===== src/logic/hmc_pkg.sv =====
// Constants and types of the haptic mode control register bank
package hmc_pkg;

   // Register indices on the serial bus
   localparam logic [7:0] REG_PERIOD_HI = 8'h05;
   localparam logic [7:0] REG_PERIOD_LO = 8'h06;
   localparam logic [7:0] REG_TRIG_OP_SETUP = 8'h07;
   localparam logic [7:0] REG_ACT_DRIVE_SETUP = 8'h08;

   // Reset values
   localparam logic [7:0] TRIG_OP_SETUP_RESET = 8'h54;
   localparam logic [7:0] ACT_DRIVE_SETUP_RESET = 8'h88;

   // Field positions of trigger_and_operating_setup
   localparam int GROUP_EN_BIT = 7;
   localparam int AVG_DIS_BIT = 6;
   localparam int COMP_LSB = 4;
   localparam int TRIG_LSB = 2;
   localparam int MODE_LSB = 0;

   // Field positions of actuator_drive_setup
   localparam int ACT_TYPE_BIT = 7;
   localparam int LOOP_BIT = 6;

   // Serial bus group address
   localparam logic [6:0] GROUP_ADDR = 7'h58;

   // Drive correction in percent per code
   localparam logic [7:0] COMP_PCT_0 = 8'h00;
   localparam logic [7:0] COMP_PCT_1 = 8'h02;
   localparam logic [7:0] COMP_PCT_2 = 8'h04;
   localparam logic [7:0] COMP_PCT_3 = 8'h05;
   localparam logic [7:0] COMP_DENOM = 8'h64;

   // Period report
   localparam int PERIOD_W = 10;
   localparam int AVG_DEPTH = 4;

   typedef enum logic [1:0] {
      TRIG_PULSE = 2'b00,
      TRIG_LEVEL = 2'b01,
      TRIG_IRQ = 2'b10,
      TRIG_RSVD = 2'b11
   } hmc_trig_t;

   typedef enum logic [1:0] {
      MODE_REAL_TIME_PLAYBACK = 2'b00,
      MODE_SEQUENCER = 2'b01,
      MODE_DIAGNOSTICS = 2'b10,
      MODE_LEVEL_CAL = 2'b11
   } hmc_mode_t;

   typedef enum logic [3:0] {
      I2_IDLE = 4'h0,
      I2_ADDR = 4'h1,
      I2_ACK_ADDR = 4'h2,
      I2_REG = 4'h3,
      I2_ACK_REG = 4'h4,
      I2_WDATA = 4'h5,
      I2_ACK_WDATA = 4'h6,
      I2_RDATA = 4'h7,
      I2_ACK_HOST = 4'h8,
      I2_IGNORE = 4'h9
   } hmc_i2c_state_t;

endpackage


===== src/logic/hmc_mode_ctrl.sv =====
// Haptic mode control register bank with serial slave and trigger pin
`timescale 1ns/100ps

// What this block does
// RQ1 - Group address answered when enable bit set
// RQ2 - Average of last four periods, zero preload
// RQ3 - Averaging disabled reports latest period only
// RQ4 - Compensation codes give 0,2,4,5 percent
// RQ5 - Trigger function change while busy forces standby
// RQ6 - Pulse setting: pin and launch bit start
// RQ7 - Level setting: pin enables, launch bit ignored
// RQ8 - Interrupt setting: open-drain output, launch bit only
// RQ9 - Mode field selects process, resets to playback
// RQ10 - Mode change while busy forces standby
// RQ11 - Actuator select: 0 rotating, 1 resonant
// RQ12 - Host sets actuator type before calibration
// RQ13 - Loop select zero means closed loop
// RQ14 - Host avoids reserved trigger code three
module hmc_mode_ctrl #(
   // Own bus address, value arbitrary
   parameter logic [6:0] DEV_ADDR = 7'h2a
) (
   // Clock, reset, enable
   input wire logic clk,
   input wire logic rst_n,
   input wire logic ce,
   // Serial register bus
   input wire logic scl_in,
   input wire logic sda_in,
   output logic sda_out,
   output logic sda_oe,
   // Trigger or interrupt pin
   input wire logic trig_in,
   output logic trig_out,
   output logic trig_oe,
   // Playback engine side
   input wire logic process_busy,
   input wire logic irq_pending,
   input wire logic launch_write,
   input wire logic launch_value,
   input wire logic period_valid,
   input wire logic [hmc_pkg::PERIOD_W-1:0] period_meas,
   input wire logic [7:0] drive_level,
   // Configuration and control
   output logic [1:0] op_mode,
   output logic actuator_type,
   output logic loop_select,
   output logic process_start,
   output logic process_cancel,
   output logic process_enable,
   output logic standby_req,
   output logic [7:0] drive_comp
);

   // Serial slave state
   hmc_pkg::hmc_i2c_state_t st_q, st_d;
   logic [3:0] cnt_q, cnt_d;
   logic [7:0] shift_q, shift_d;
   logic [7:0] tx_q, tx_d;
   logic [7:0] ptr_q, ptr_d;
   logic rw_q, rw_d;
   logic nack_q, nack_d;
   logic sda_drv_q, sda_drv_d;
   logic scl_q, scl_d;
   logic sdap_q, sdap_d;
   logic wr_en;
   logic [7:0] wr_addr;
   logic [7:0] wr_data;
   logic scl_rise, scl_fall, start_cond, stop_cond;

   // Register state
   logic [7:0] trig_op_q, trig_op_d;
   logic [7:0] act_drv_q, act_drv_d;
   logic standby_q, standby_d;

   // Control state
   logic trigp_q, trigp_d;
   logic start_q, start_d;
   logic cancel_q, cancel_d;
   logic enable_q, enable_d;
   logic trig_oe_q, trig_oe_d;
   logic [7:0] comp_q, comp_d;
   logic [7:0] pct;
   logic [15:0] prod;
   logic [15:0] quot;
   logic trig_rise, trig_fall;

   logic [hmc_pkg::PERIOD_W-1:0] period_report;

   hmc_pkg::hmc_trig_t trig_func;

   function automatic logic [7:0] read_reg(input logic [7:0] addr,
                                           input logic [7:0] r07,
                                           input logic [7:0] r08,
                                           input logic [9:0] per);
      logic [7:0] v;
      v = 8'h00;
      unique case (addr)
         hmc_pkg::REG_PERIOD_HI: v = {6'h00, per[9:8]};
         hmc_pkg::REG_PERIOD_LO: v = per[7:0];
         hmc_pkg::REG_TRIG_OP_SETUP: v = r07;
         hmc_pkg::REG_ACT_DRIVE_SETUP: v = r08;
         default: v = 8'h00;
      endcase
      return v;
   endfunction

   hmc_period_avg u_period_avg (
      .clk(clk),
      .rst_n(rst_n),
      .ce(ce),
      .sample_valid(period_valid),
      .sample_period(period_meas),
      .avg_disable(trig_op_q[hmc_pkg::AVG_DIS_BIT]),
      .report_q(period_report)
   );

   assign scl_rise = scl_in & ~scl_q;
   assign scl_fall = ~scl_in & scl_q;
   assign start_cond = scl_in & scl_q & sdap_q & ~sda_in;
   assign stop_cond = scl_in & scl_q & ~sdap_q & sda_in;

   // Serial slave next state
   always_comb begin
      st_d = st_q;
      cnt_d = cnt_q;
      shift_d = shift_q;
      tx_d = tx_q;
      ptr_d = ptr_q;
      rw_d = rw_q;
      nack_d = nack_q;
      sda_drv_d = sda_drv_q;
      scl_d = scl_in;
      sdap_d = sda_in;
      wr_en = 1'b0;
      wr_addr = ptr_q;
      wr_data = shift_q;
      if (start_cond) begin
         st_d = hmc_pkg::I2_ADDR;
         cnt_d = 4'h0;
         sda_drv_d = 1'b0;
      end else if (stop_cond) begin
         st_d = hmc_pkg::I2_IDLE;
         sda_drv_d = 1'b0;
      end else if (scl_rise) begin
         if (st_q == hmc_pkg::I2_ACK_HOST) begin
            nack_d = sda_in;
         end else if (st_q == hmc_pkg::I2_ADDR || st_q == hmc_pkg::I2_REG ||
                      st_q == hmc_pkg::I2_WDATA || st_q == hmc_pkg::I2_RDATA) begin
            shift_d = {shift_q[6:0], sda_in};
            cnt_d = cnt_q + 4'h1;
         end
      end else if (scl_fall) begin
         unique case (st_q)
            hmc_pkg::I2_ADDR: begin
               if (cnt_q == 4'h8) begin
                  if (shift_q[7:1] == DEV_ADDR ||
                      (trig_op_q[hmc_pkg::GROUP_EN_BIT] &&
                       shift_q[7:1] == hmc_pkg::GROUP_ADDR)) begin // [RQ1]
                     st_d = hmc_pkg::I2_ACK_ADDR;
                     rw_d = shift_q[0];
                     sda_drv_d = 1'b1;
                  end else begin
                     st_d = hmc_pkg::I2_IGNORE;
                  end
               end
            end
            hmc_pkg::I2_ACK_ADDR: begin
               cnt_d = 4'h0;
               if (rw_q) begin
                  st_d = hmc_pkg::I2_RDATA;
                  tx_d = read_reg(ptr_q, trig_op_q, act_drv_q, period_report);
                  sda_drv_d = ~tx_d[7];
               end else begin
                  st_d = hmc_pkg::I2_REG;
                  sda_drv_d = 1'b0;
               end
            end
            hmc_pkg::I2_REG: begin
               if (cnt_q == 4'h8) begin
                  ptr_d = shift_q;
                  st_d = hmc_pkg::I2_ACK_REG;
                  sda_drv_d = 1'b1;
               end
            end
            hmc_pkg::I2_ACK_REG, hmc_pkg::I2_ACK_WDATA: begin
               st_d = hmc_pkg::I2_WDATA;
               cnt_d = 4'h0;
               sda_drv_d = 1'b0;
            end
            hmc_pkg::I2_WDATA: begin
               if (cnt_q == 4'h8) begin
                  wr_en = 1'b1;
                  ptr_d = ptr_q + 8'h01;
                  st_d = hmc_pkg::I2_ACK_WDATA;
                  sda_drv_d = 1'b1;
               end
            end
            hmc_pkg::I2_RDATA: begin
               if (cnt_q == 4'h8) begin
                  st_d = hmc_pkg::I2_ACK_HOST;
                  ptr_d = ptr_q + 8'h01;
                  sda_drv_d = 1'b0;
               end else begin
                  sda_drv_d = ~tx_q[3'(4'h7 - cnt_q)];
               end
            end
            hmc_pkg::I2_ACK_HOST: begin
               cnt_d = 4'h0;
               if (nack_q) begin
                  st_d = hmc_pkg::I2_IGNORE;
                  sda_drv_d = 1'b0;
               end else begin
                  st_d = hmc_pkg::I2_RDATA;
                  tx_d = read_reg(ptr_q, trig_op_q, act_drv_q, period_report);
                  sda_drv_d = ~tx_d[7];
               end
            end
            default: begin
               sda_drv_d = 1'b0;
            end
         endcase
      end
   end

   always_ff @(posedge clk or negedge rst_n) begin
      if (!rst_n) begin
         st_q <= hmc_pkg::I2_IDLE;
         cnt_q <= 4'h0;
         shift_q <= 8'h00;
         tx_q <= 8'h00;
         ptr_q <= 8'h00;
         rw_q <= 1'b0;
         nack_q <= 1'b0;
         sda_drv_q <= 1'b0;
         scl_q <= 1'b1;
         sdap_q <= 1'b1;
      end else if (ce) begin
         st_q <= st_d;
         cnt_q <= cnt_d;
         shift_q <= shift_d;
         tx_q <= tx_d;
         ptr_q <= ptr_d;
         rw_q <= rw_d;
         nack_q <= nack_d;
         sda_drv_q <= sda_drv_d;
         scl_q <= scl_d;
         sdap_q <= sdap_d;
      end
   end

   // Register writes and forced standby
   always_comb begin
      trig_op_d = trig_op_q;
      act_drv_d = act_drv_q;
      standby_d = 1'b0;
      if (wr_en && wr_addr == hmc_pkg::REG_TRIG_OP_SETUP) begin
         trig_op_d = wr_data; // [RQ9]
         if (process_busy &&
             wr_data[hmc_pkg::TRIG_LSB +: 2] != trig_op_q[hmc_pkg::TRIG_LSB +: 2]) begin
            standby_d = 1'b1; // [RQ5]
         end
         if (process_busy &&
             wr_data[hmc_pkg::MODE_LSB +: 2] != trig_op_q[hmc_pkg::MODE_LSB +: 2]) begin
            standby_d = 1'b1; // [RQ10]
         end
      end
      if (wr_en && wr_addr == hmc_pkg::REG_ACT_DRIVE_SETUP) begin
         act_drv_d = wr_data; // [RQ11] [RQ13]
      end
   end

   always_ff @(posedge clk or negedge rst_n) begin
      if (!rst_n) begin
         trig_op_q <= hmc_pkg::TRIG_OP_SETUP_RESET;
         act_drv_q <= hmc_pkg::ACT_DRIVE_SETUP_RESET;
         standby_q <= 1'b0;
      end else if (ce) begin
         trig_op_q <= trig_op_d;
         act_drv_q <= act_drv_d;
         standby_q <= standby_d;
      end
   end

   assign trig_func = hmc_pkg::hmc_trig_t'(trig_op_q[hmc_pkg::TRIG_LSB +: 2]);
   assign trig_rise = trig_in & ~trigp_q;
   assign trig_fall = ~trig_in & trigp_q;

   // Trigger pin, launch handling and drive compensation
   always_comb begin
      trigp_d = trig_in;
      start_d = 1'b0;
      cancel_d = 1'b0;
      enable_d = 1'b0;
      trig_oe_d = 1'b0;
      unique case (trig_func)
         hmc_pkg::TRIG_LEVEL: begin
            enable_d = trig_in; // [RQ7]
            start_d = trig_rise;
            cancel_d = trig_fall;
         end
         hmc_pkg::TRIG_IRQ: begin
            trig_oe_d = irq_pending; // [RQ8]
            start_d = launch_write & launch_value;
            cancel_d = launch_write & ~launch_value;
         end
         hmc_pkg::TRIG_PULSE, hmc_pkg::TRIG_RSVD: begin
            start_d = trig_rise | (launch_write & launch_value); // [RQ6] [RQ14]
            cancel_d = launch_write & ~launch_value;
         end
      endcase
      if (standby_d) begin
         start_d = 1'b0;
      end
      unique case (trig_op_q[hmc_pkg::COMP_LSB +: 2])
         2'b00: pct = hmc_pkg::COMP_PCT_0; // [RQ4]
         2'b01: pct = hmc_pkg::COMP_PCT_1;
         2'b10: pct = hmc_pkg::COMP_PCT_2;
         2'b11: pct = hmc_pkg::COMP_PCT_3;
      endcase
      prod = 16'(drive_level) * (16'(hmc_pkg::COMP_DENOM) + 16'(pct));
      quot = prod / {8'h00, hmc_pkg::COMP_DENOM};
      comp_d = (quot > 16'h00ff) ? 8'hff : quot[7:0];
   end

   always_ff @(posedge clk or negedge rst_n) begin
      if (!rst_n) begin
         trigp_q <= 1'b0;
         start_q <= 1'b0;
         cancel_q <= 1'b0;
         enable_q <= 1'b0;
         trig_oe_q <= 1'b0;
         comp_q <= 8'h00;
      end else if (ce) begin
         trigp_q <= trigp_d;
         start_q <= start_d;
         cancel_q <= cancel_d;
         enable_q <= enable_d;
         trig_oe_q <= trig_oe_d;
         comp_q <= comp_d;
      end
   end

   assign sda_out = 1'b0;
   assign sda_oe = sda_drv_q;
   assign trig_out = 1'b0;
   assign trig_oe = trig_oe_q;
   assign op_mode = trig_op_q[hmc_pkg::MODE_LSB +: 2];
   assign actuator_type = act_drv_q[hmc_pkg::ACT_TYPE_BIT];
   assign loop_select = act_drv_q[hmc_pkg::LOOP_BIT];
   assign process_start = start_q;
   assign process_cancel = cancel_q;
   assign process_enable = enable_q;
   assign standby_req = standby_q;
   assign drive_comp = comp_q;

endmodule // hmc_mode_ctrl


===== src/logic/hmc_period_avg.sv =====
// Resonance period report with optional four-sample averaging
`timescale 1ns/100ps
module hmc_period_avg (
   // Clock and reset
   input wire logic clk,
   input wire logic rst_n,
   input wire logic ce,
   // Measured periods
   input wire logic sample_valid,
   input wire logic [hmc_pkg::PERIOD_W-1:0] sample_period,
   input wire logic avg_disable,
   // Report
   output logic [hmc_pkg::PERIOD_W-1:0] report_q
);

   logic [hmc_pkg::PERIOD_W-1:0] stage_q [hmc_pkg::AVG_DEPTH];
   logic [hmc_pkg::PERIOD_W-1:0] stage_d [hmc_pkg::AVG_DEPTH];
   logic [hmc_pkg::PERIOD_W-1:0] report_d;
   logic [hmc_pkg::PERIOD_W+1:0] sum;

   always_comb begin
      stage_d = stage_q;
      if (sample_valid) begin
         stage_d[0] = sample_period;
         for (int i = 1; i < hmc_pkg::AVG_DEPTH; i++) begin
            stage_d[i] = stage_q[i-1];
         end
      end
      sum = '0;
      for (int i = 0; i < hmc_pkg::AVG_DEPTH; i++) begin
         sum = sum + {2'b00, stage_d[i]};
      end
      if (avg_disable) begin
         report_d = stage_d[0]; // [RQ3]
      end else begin
         report_d = sum[hmc_pkg::PERIOD_W+1:2]; // [RQ2]
      end
   end

   always_ff @(posedge clk or negedge rst_n) begin
      if (!rst_n) begin
         for (int i = 0; i < hmc_pkg::AVG_DEPTH; i++) begin
            stage_q[i] <= '0; // [RQ2]
         end
         report_q <= '0;
      end else if (ce) begin
         stage_q <= stage_d;
         report_q <= report_d;
      end
   end

endmodule // hmc_period_avg


===== config.mk =====
export PLATFORM = sky130hd
export DESIGN_NAME = hmc_mode_ctrl
export DESIGN_NICKNAME = d
export VERILOG_FILES = /design/src/logic/hmc_pkg.sv /design/src/logic/hmc_mode_ctrl.sv /design/src/logic/hmc_period_avg.sv
export SDC_FILE = /design/constraint.sdc
export NUM_CORES = 1
export LEC_CHECK = 0
export BUFFER_PORTS_ARGS = -buffer_cell sky130_fd_sc_hd__buf_2
export CORE_MARGIN = 4
export CORE_UTILIZATION = 66
export CTS_BUF_LIST = sky130_fd_sc_hd__clkbuf_8
export DETAILED_ROUTE_END_ITERATION = 8
export PLACE_DENSITY = 0.84
export SLEW_MARGIN = 20
export SYNTH_ARGS = -nofsm -noshare
export SYNTH_HDL_FRONTEND = slang
export SYNTH_SLANG_ARGS = --single-unit

===== constraint.sdc =====
create_clock -name clk -period 27.1 [get_ports clk]
set_input_delay 5.42 -clock clk [delete_from_list [all_inputs] [get_ports clk]]
set_output_delay 5.42 -clock clk [all_outputs]
set_load 0.03 [all_outputs]

Yosys cells after proc, flatten, opt, wreduce, memory -nomap -nowiden
Cells that the tools add are included.
{"block": "word_totals", "regBits": 117, "latchBits": 0, "ramBits": 0, "rom_bits": 0, "out_inout_bits": 20, "elab_cells": 200, "n_memories": 0}
{"block": "classes", "add_sub_neg": 7, "n_mul": 1, "div_mod_pow": 1, "magnitude_cmp": 2, "n_eq_ne": 37, "n_shift": 0, "muxes": 69, "n_bitwise": 26, "reduce_logical": 33}
{"operator": "$mux W8", "n": 17}
{"operator": "$mux W4", "n": 17}
{"operator": "$pmux W8 S4", "n": 2}
{"operator": "$mux W40", "n": 1}
{"operator": "$pmux W8 S2", "n": 2}
{"operator": "$reduce_and A8 Y1", "n": 4}
{"operator": "$pmux W4 S7", "n": 1}
{"operator": "$add A12 B10 Y12", "n": 2}
{"operator": "$eq A8 B3 Y1 const B", "n": 3}
{"operator": "$mux W1", "n": 23}
{"operator": "$ne A4 B3 Y1 const B", "n": 5}
{"operator": "$reduce_and A6 Y1", "n": 3}
{"operator": "$div A16 B7 Y16 const B", "n": 1}
{"operator": "$eq A4 B3 Y1 const B", "n": 4}
{"operator": "$gt A16 B8 Y1 const B", "n": 1}
{"operator": "$mul A8 B9 Y16", "n": 1}
{"operator": "$not A1 Y1", "n": 14}
{"operator": "$add A10 B10 Y11", "n": 1}
{"operator": "$and A1 B1 Y1", "n": 11}
{"operator": "$mux W10", "n": 1}
{"operator": "$add A7 B8 Y9 const A", "n": 1}
{"operator": "$reduce_bool A3 Y1", "n": 3}
{"operator": "$reduce_bool A9 Y1", "n": 1}
{"operator": "$add A8 B1 Y8 const B", "n": 1}
{"operator": "other kinds (32)", "n": 56}

Longest topological paths before layout
Gate-level depths: netlist (run 1).
{"block": "logic_depth", "ltp_word": 15, "ltp_mapped": 40, "depth_no_buf": 35}

By module
A second synthesis (run 1) with hierarchy kept.
{"block": "unflattened", "hier_cells": 1170, "hier_area_um2": 10581.4}
{"module": "hmc_mode_ctrl", "instances": 1, "cells_each": 871, "area_each_um2": 7440.9}
{"module": "hmc_period_avg", "instances": 1, "cells_each": 299, "area_each_um2": 3140.5}

Least setup slack after synthesis (run 1)
Ideal clock, no wire load.
{"block": "synth_timing", "path_type": "input-to-reg", "start": "input port drive_level[7]", "end": "register comp_q[0] (netlist: drive_comp[0])", "setup_time_ns": 0.129, "arrival_time_ns": 13.722, "required_time_ns": 26.971, "slack_ns": 13.249, "cell_stages": 36, "path_cell_list": "and2_1 -> fa_1 -> inv_1 -> fa_1 -> inv_1 -> fa_1 -> inv_1 -> fa_1 -> inv_1 -> ha_1 -> o211ai_1 -> o211ai_2 -> and2_1 -> buf_4 -> nand4_2 -> a31oi_1 -> o22ai_1 -> a2111oi_2 -> o32ai_4 -> and3_1 -> or2_1 -> buf_6 -> o21ai_1 -> o211ai_4 -> and4_4 -> o41a_1 -> a221oi_4 -> mux2i_4 -> a211oi_2 -> o21ai_1 -> xnor2_1 -> nor2_1 -> maj3_1 -> a22oi_1 -> o311a_1 -> a31oi_2"}
{"block": "synth_via", "elab_chain_len": 4}
{"item": "start, declared", "line_no": "hmc_mode_ctrl.sv:43", "source": "input wire logic [7:0] drive_level,"}
{"item": "$mul A8 B9 Y16 *", "line_no": "hmc_mode_ctrl.sv:321", "source": "prod = 16'(drive_level) * (16'(hmc_pkg::COMP_DENOM) + 16'(pct));"}
{"item": "$div A16 B7 Y16 *", "line_no": "hmc_mode_ctrl.sv:322", "source": "quot = prod / {8'h00, hmc_pkg::COMP_DENOM};"}
{"item": "$gt A16 B8 Y1", "line_no": "hmc_mode_ctrl.sv:323", "source": "comp_d = (quot > 16'h00ff) ? 8'hff : quot[7:0];"}
{"item": "$mux W8 *", "line_no": "hmc_mode_ctrl.sv:323"}
{"item": "end signal, assigned", "line_no": "hmc_mode_ctrl.sv:340", "source": "comp_q <= comp_d;"}
{"item": "end, declared", "line_no": "hmc_mode_ctrl.sv:82", "source": "logic [7:0] comp_q, comp_d;"}
Every way passes the cells marked *; elsewhere a longest branch is shown, timed or not.
A chain may end at the register's enable or synchronous reset.

Final worst setup path (run 1)
Same ends and word-level chain as after synthesis.

==> results.cfg, run 1 <==
[timing]
finalMaxSlewViolations = 0
fin_crit_ns = 14.65
tns_ns = 0
finalHoldViolations = 0
period_share_pct = 54.1
tightest_slew_ns = 1.04
rsz0062_at_grt = false
setup_viol = 0
finalWorstSetupSlack_ns = 12.45
finClkSkew_ns = 0.0130
slew-limit-headroom_pct = 30.7
clock.fmax_mhz = 68.2

[floorplanning]
die_h_um = 136
core-area_mm2 = 0.0159
die_w_um = 136
ios = 49
dieArea_mm2 = 0.0184
initial_core_util_pct = 67.5
fp-row-count = 46

[placed_design]
io_buffers = 46
dp_hpwl_um = 18300
placed_area_mm2 = 0.0110
detailedPlace.worstSlack_ns = 12.12
gp_congestion = 0.961

[clocking]
clkLatencyLatePin_ns = 0.44
cts_setup_buffers = 0
numCtsBuffers = 17
holdBufCountCts = 0
cts-root-buf = clkbuf_8
clock-sinks = 117
cts_max_path_buffers = 2
cts.htree.levels = 4
cts_tree = done
cts_resized = 0
clkTransAtPathRegs_ns = 0.08

[synth]
yosys_warnings = 0
syn_area_mm2 = 0.0108
synth-main-ff-cell = dfrtp_1
synth_edf_count = 0
syn_avg_cell_area_um2 = 9.06
ys_types = 99
yosysSeqAreaShare_pct = 27.3
syn_inst = 1188
synthArstFlopShare_pct = 100
ys_ff_latch = 117

[drt]
dr.pass1.iters = 7
wl_per_cell_um = 17.2
routed_via_density = 6.38
vias = 9156
drc = 0
drt_iter0_markers = 843
postRouteWirelength_um = 24700
antenna_left = 0

[critical_path]
slowest_stage = or4_1
cp.arrival_ns = 15.02
startpoint_type = primary input
crit_type = in -> reg
endpoint_kind = register
path_max_fanout = 14
required_ns = 27.47
cpPeakStageDelay_ns = 0.65

[layout]
multiInputGateArea_mm2 = 0.00722
fin_area_mm2 = 0.0115
final_cell_mix = a21oi_1 (114), dfrtp_1 (110), inv_1 (97)
layout.cells.most_common = a21oi_1
drive_gt1_share_pct = 17.8
final_util_pct = 71.9
n_antenna_cell = 0
fin_nets = 1344
fillers = 1193
regArea_mm2 = 0.00294
syn2layout_area_growth_pct = 6.48

[grt]
grt_util_met1_pct = 38.0
grt_overflow = 0
grt_max_degree = 83
use_met2_pct = 43.6
top_usage_layer = met2
antenna_found_initial = 0
grtUsageTotal_pct = 27.7
grt_pass1_wl_um = 41900
grt_pass1_vias = 8784
use_met3_pct = 5.35

[job]
drv_cap = 0

[min_path]
hold_class = reg -> reg

[run_status]
status = finished clean
layout make-up:
class | instances | area share, %
Clock buffer | 21 | 2.52
Clock inverter | 11 | 1.09
Inverter | 96 | 3.15
Multi-Input combinational cell | 926 | 63.0
Sequential cell | 117 | 25.6
Tap cell | 216 | 2.36
Timing Repair Buffer | 49 | 2.25
logic make-up (layout without fill, tap and decap cells):
group                      Yosys count  in the layout  share of synthesized area (%)
xor gates and xnor gates            49             49                           4.20
DFF                                117            117                           27.3
muxes                              109            109                           11.4
and+or+nand+nor                    323            323                           15.0
AOI/OAI and AO/OA                  331            331                           21.3
adders and majority gates          109            109                           14.9
buffers and inverters              148            177                           5.78
other                                2              5                         0.0698
synth_stat cells, types with 11 or more instances:
master	instances	area, µm²
ha_1	76	951
clkbuf_1	34	128
a31oi_1	12	75.1
dfrtp_1	110	2750
xor2_1	15	131
nor2_1	89	334
and3_1	14	87.6
nor3_1	25	125
fa_1	32	641
nand2_1	73	274
nand3_1	25	125
mux2i_1	29	290
and2_1	22	138
a21oi_1	114	571
a21o_1	16	120
o211ai_1	11	82.6
mux2_2	76	856
inv_1	96	360
o21ai_0	56	280
xnor2_1	31	272
nor2b_1	11	68.8
sequential cells by signal (all words and copies together), names as in the netlist, 4 cells and up:
register and count:
u_period_avg.report_q 10, u_period_avg.stage_q 40, cnt_q 4, act_drv_q 8, trig_op_q 8, ptr_q 8
shift_q 8, st_q 4, tx_q 8, drive_comp 8
through the flow:
step | hold WS [ns] | std cells
floorplan | 0.445 | 1191
global placement | 0.460 | 1404
detailed placement | 0.475 | 1404
CTS | 0.492 | 1436
global route | 0.514 | 1436
finish | 0.492 | 1436
worst max-delay path, delay by kind of cell:
family                   cells  cell delay [ns]
AO/OA/AOI/OAI               15             3.35
XOR/XNOR                     1             0.58
adder cells (fa/ha/maj)      5             2.52
buffers and inverters        5             0.34
multiplexers                 2             0.72
AND/OR/NAND/NOR              7             2.07
per-layer routing:
metal  vias to the layer above  share of wire (%)
met5                         -                  0
li1                       4313                  -
met2                       383                 46
met1                      4393                 44
met3                        67                7.1
met4                         0                2.7
worst paths after layout:
path	start	to	slack [ns]	cells past startpoint
max in group asynchronous	rst_n	u_period_avg.stage_q[8]	20.77	2
max reg2reg	trig_op_q[5]	drive_comp[0]	16.38	35
min in group asynchronous	rst_n	drive_comp[7]	4.95	1
max	drive_level[7]	drive_comp[0]	12.45	35
min	tx_q[4]	tx_q[4]	0.49	2
min reg2reg	tx_q[4]	tx_q[4]	0.49	2
Power of run 1 is not shown: default switching activity piles up to over one toggle a cycle in this logic, so the estimate is an artifact.
==> run 2: changes to the inputs <==
CORE_UTILIZATION = 59   (was 66)
PLACE_DENSITY = 0.79   (was 0.84)
clock period = 11.8 ns   (was 27.1 ns; I/O delays follow)
==> results.cfg, run 2 (same netlist as run 1, synthesis figures left out) <==
[run_status]
status = finished clean

[placed_design]
placed_area_mm2 = 0.0111
io_buffers = 46
dp_hpwl_um = 18100
gp_congestion = 0.947
detailedPlace.worstSlack_ns = 0.0651

[critical_path]
critPathBufInv = 6
reg2reg_to = drive_comp[0]
slowest_stage = or4_1
reg2reg_depth = 35
required_ns = 12.18
path_depth = 35
startpoint_type = primary input
endpoint = drive_comp[0]
cpPeakStageDelay_ns = 0.66
cp.arrival_ns = 11.68
r2r-start = trig_op_q[5]
rrSetupSlack_ns = 1.33
cpLargestDelayFamily = compound AO/OA/AOI/OAI gates
endpoint_kind = register
crit_start = drive_level[7]
path_max_fanout = 9
crit_type = in -> reg

[grt]
antenna_found_initial = 1
grt_pass1_wl_um = 41200
grtUsageTotal_pct = 24.2
grt_max_degree = 93
grt_overflow = 0
grt_pass1_vias = 8674

[layout]
largest_reg_flops = 40
layout.cells.most_common = a21oi_1
final_cell_mix = a21oi_1 (114), dfrtp_1 (110), inv_1 (96)
multiInputGateArea_mm2 = 0.00724
fillers = 1501
syn2layout_area_growth_pct = 7.10
drive_gt1_share_pct = 18.9
fin_area_mm2 = 0.0115
regMostFlops = u_period_avg.stage_q
reg_top3 = u_period_avg.stage_q x40, u_period_avg.report_q x10
regArea_mm2 = 0.00294
fin_nets = 1354

[clocking]
clock-sinks = 117
numCtsBuffers = 17
cts_max_path_buffers = 2
cts.htree.levels = 4
cts_tree = done
clkLatencyLatePin_ns = 0.46
holdBufCountCts = 0
cts-root-buf = clkbuf_8
clkTransAtPathRegs_ns = 0.08

[timing]
finalHoldViolations = 0
setup_viol = 0
finalWorstSetupSlack_ns = 0.500
period_share_pct = 95.8
finClkSkew_ns = 0.0131
rsz0062_at_grt = false
tns_ns = 0
fin_crit_ns = 11.30
finalMaxSlewViolations = 0
tightest_slew_ns = 1.03
clock.fmax_mhz = 88.5
slew-limit-headroom_pct = 31.4

[drt]
routed_via_density = 6.11
dr.pass1.iters = 6
drt_iter0_markers = 530
wl_per_cell_um = 16.5
vias = 8927
antenna_left = 0
drc = 0
postRouteWirelength_um = 24100

[floorplanning]
fp-row-count = 49
ios = 49
die_h_um = 143
core-area_mm2 = 0.0180
dieArea_mm2 = 0.0205
initial_core_util_pct = 59.9
die_w_um = 143

[job]
drv_cap = 0

[min_path]
hold_class = reg -> reg
## run 2: cell types whose count changed in the layout (fill, tap and decap cells not counted), sizes merged
cell | before | now
buf | 49 | 59
inv | 98 | 103
clkbuf | 21 | 18
bufinv | 2 | 0
clkinv | 3 | 4
clkinvlp | 4 | 3
diode | 0 | 1
## run 2: area by class of cell
cell class,count,area share (%)
multi-input cells,926,62.8
flip-flops and latches,117,25.5
clock buffers,18,2.15
diodes,1,0.0217
inverters,96,3.13
well taps,229,2.49
repair buffers,59,2.89
clock inverters,14,1.02
## run 2: how the worst min path moves through the flow
stage	start	to	depth (start not counted)
final	tx_q[4]	tx_q[4]	2
after global routing	tx_q[4]	tx_q[4]	2
after CTS	tx_q[4]	tx_q[4]	2
after detailed placement	tx_q[4]	tx_q[4]	2
after global placement	tx_q[0]	tx_q[0]	2
after floorplan	tx_q[1]	tx_q[1]	2
## run 2: worst min-delay path: stages, from the launching register on
cell and delay [ns]:
dfrtp_1 0.34, nand2_1 0.05, o21ai_0 0.06
## run 2: layer usage
layer  track usage [%]  part of all wire [%]  vias to the layer above
met5                 0                 0.033                        -
met4              6.65                   2.0                        2
met3              4.22                   4.3                       48
met2              40.7                    48                      215
met1              32.4                    45                     4321
li1                  -                     -                     4341
## run 2: stage by stage
stage / utilization, % / instances / hold slack (ns)
after floorplan: - / 1191 / 0.445
after detailed placement: 61.9 / 1425 / 0.469
after global routing: 64.1 / 1459 / 0.527
after global placement: 61.9 / 1425 / 0.462
after CTS: 63.9 / 1457 / 0.487
final: 64.2 / 1460 / 0.480
## run 2: timing repair
| item | CTS | global route |
|---|---|---|
| setup buffers | 0 | 2 |
| gates resized for setup | 0 | 4 |
| endpoints found under the setup margin | 0 | 1 |
Power of run 2 is left out for the same reason.
==> run 3: changes to the inputs <==
SYNTH_HIERARCHICAL = 1   (was unset)
==> results.cfg, run 3 <==
[critical_path]
reg2reg_depth = 35
endpoint_kind = register
rrSetupSlack_ns = 1.57
crit_type = in -> reg
reg2reg_to = drive_comp[0]
required_ns = 12.16
cp.arrival_ns = 11.50
startpoint_type = primary input
r2r-start = trig_op_q[5]
path_max_fanout = 14
slowest_stage = fa_1
cpPeakStageDelay_ns = 0.54

[clocking]
cts.htree.levels = 4
clkLatencyLatePin_ns = 0.43
cts_max_path_buffers = 2
clkTransAtPathRegs_ns = 0.08
cts_tree = done
clock-sinks = 117
cts-root-buf = clkbuf_8
holdBufCountCts = 0
numCtsBuffers = 17

[placed_design]
dp_hpwl_um = 17800
io_buffers = 46
gp_congestion = 0.934

[layout]
regMostFlops = u_period_avg/stage_q
syn2layout_area_growth_pct = 7.86
fillers = 1449
final_cell_mix = dfrtp_1 (110), nor2_1 (96), a21oi_1 (93)
n_antenna_cell = 0
fin_nets = 1332
drive_gt1_share_pct = 16.5
reg_top3 = u_period_avg/stage_q x40, u_period_avg/report_q x10
layout.cells.most_common = dfrtp_1
largest_reg_flops = 40

[synth]
syn_area_mm2 = 0.0106
syn_avg_cell_area_um2 = 9.04
synth_edf_count = 0
synthArstFlopShare_pct = 100
syn_inst = 1170
synth_common_cells = dfrtp_1 (110), nor2_1 (96), a21oi_1 (93)
synth_top_area_share_pct = 26.0
synth_area_leaders = dfrtp_1 (26%), fa_1 (7.8%), ha_1 (7.7%)
yosys_warnings = 6
yosysSeqAreaShare_pct = 27.8
yosys.area.top_type = dfrtp_1
synth.most_common_cell = dfrtp_1
ys_ff_latch = 117
synth-main-ff-cell = dfrtp_1
ys_types = 111

[timing]
slew-limit-headroom_pct = 39.2
finalHoldViolations = 0
period_share_pct = 94.4
finalMaxSlewViolations = 0
tns_ns = 0
tightest_slew_ns = 0.912
rsz0062_at_grt = false
whs_ns = 0.478
finClkSkew_ns = 0.0126
setup_viol = 0
clock.fmax_mhz = 89.8
fin_crit_ns = 11.14

[drt]
routed_via_density = 6.14
drc = 0
antenna_left = 0
wl_per_cell_um = 16.6
drt_iter0_markers = 545
dr.pass1.iters = 5
postRouteWirelength_um = 23800
vias = 8798

[run_status]
status = finished clean

[floorplanning]
dieArea_mm2 = 0.0201
die_h_um = 142
initial_core_util_pct = 60.8
ios = 49
core-area_mm2 = 0.0174
fp-row-count = 48
die_w_um = 142

[min_path]
hold_end = drive_comp[3]
holdPathStages = 1
min_from = drive_comp[3]
hold_class = reg -> reg

[grt]
grtUsageTotal_pct = 24.2
antenna_found_initial = 0
grt_pass1_vias = 8553
grt_max_degree = 75
grt_overflow = 0
grt_pass1_wl_um = 40700

[job]
drv_cap = 0
[run 3: changes by cell type after synthesis, sizes merged, moves of 8 or more]
cell / delta
mux2: -35
mux2i: +19
xnor2: -17
a21oi: -15
ha: -11
a21o: -9
and2: -9
fa: +9
buf: +8
[run 3: repair_timing]
action | 4_1_cts | 5_1_grt
setup endpoints to repair | 0 | 1
setup buffers | 0 | 0
resized for setup | 0 | 1
[run 3: layout make-up]
cell class	instances	area (µm²)	share of cell area, %
inverters	90	338	2.96
flip-flops and latches	117	2940	25.7
clock inverters	11	149	1.30
well taps	225	282	2.47
clock buffers	20	275	2.41
repair buffers	65	378	3.31
multi-input cells	906	7060	61.8
[run 3: how the worst max path moves through the flow]
stage / endpoint / cells after the start / slack, ns / from
after floorplan: drive_comp[0] / 35 / 1.45 / drive_level[7]
after global placement: drive_comp[0] / 34 / 0.38 / drive_level[7]
after detailed placement: drive_comp[0] / 33 / 0.17 / drive_level[7]
after CTS: drive_comp[0] / 33 / 0.66 / drive_level[7]
after global routing: drive_comp[0] / 35 / 0.07 / drive_level[6]
final: drive_comp[0] / 35 / 0.66 / drive_level[7]
[run 3: cell families (layout without fill, tap and decap cells)]
family	count (synthesis)	after routing	share of synthesized area (%)
AOI/OAI and AO/OA	333	333	22.2
xor gates and xnor gates	31	31	2.71
DFF	117	117	27.8
adders and majority gates	107	107	15.5
buffers and inverters	150	186	5.94
muxes	93	93	9.64
and+or+nand+nor	337	337	16.2
other	2	5	0.0710
[run 3: metrics by stage]
stage	setup slack, ns	area (µm²)	util, %	instances
after CTS	0.664	11400	65.4	1434
after floorplan	1.45	10600	-	1173
final	0.664	11400	65.5	1434
after global routing	0.0710	11400	65.5	1434
after global placement	0.382	11000	63.0	1403
after detailed placement	0.172	11000	63.0	1403
[run 3: metal layers]
layer  vias up  part of all wire [%]  track usage (%)  wire [µm]
li1       4294                     -                -          -
met1      4227                    44             32.4      10600
met2       235                    50             41.4      11800
met3        42                   4.2             3.77       1000
met4         0                   1.7             6.31        404
met5         -                     0                0          0
[run 3: worst max-delay path, delay by kind of cell]
kind	cells	cell delay, ns
mux	2	0.56
xor+xnor	1	0.22
fa+ha+maj	5	2.49
compound gates	13	2.69
buf+inv	7	0.76
simple gates	7	2.40
Power of run 3 is left out for the same reason.
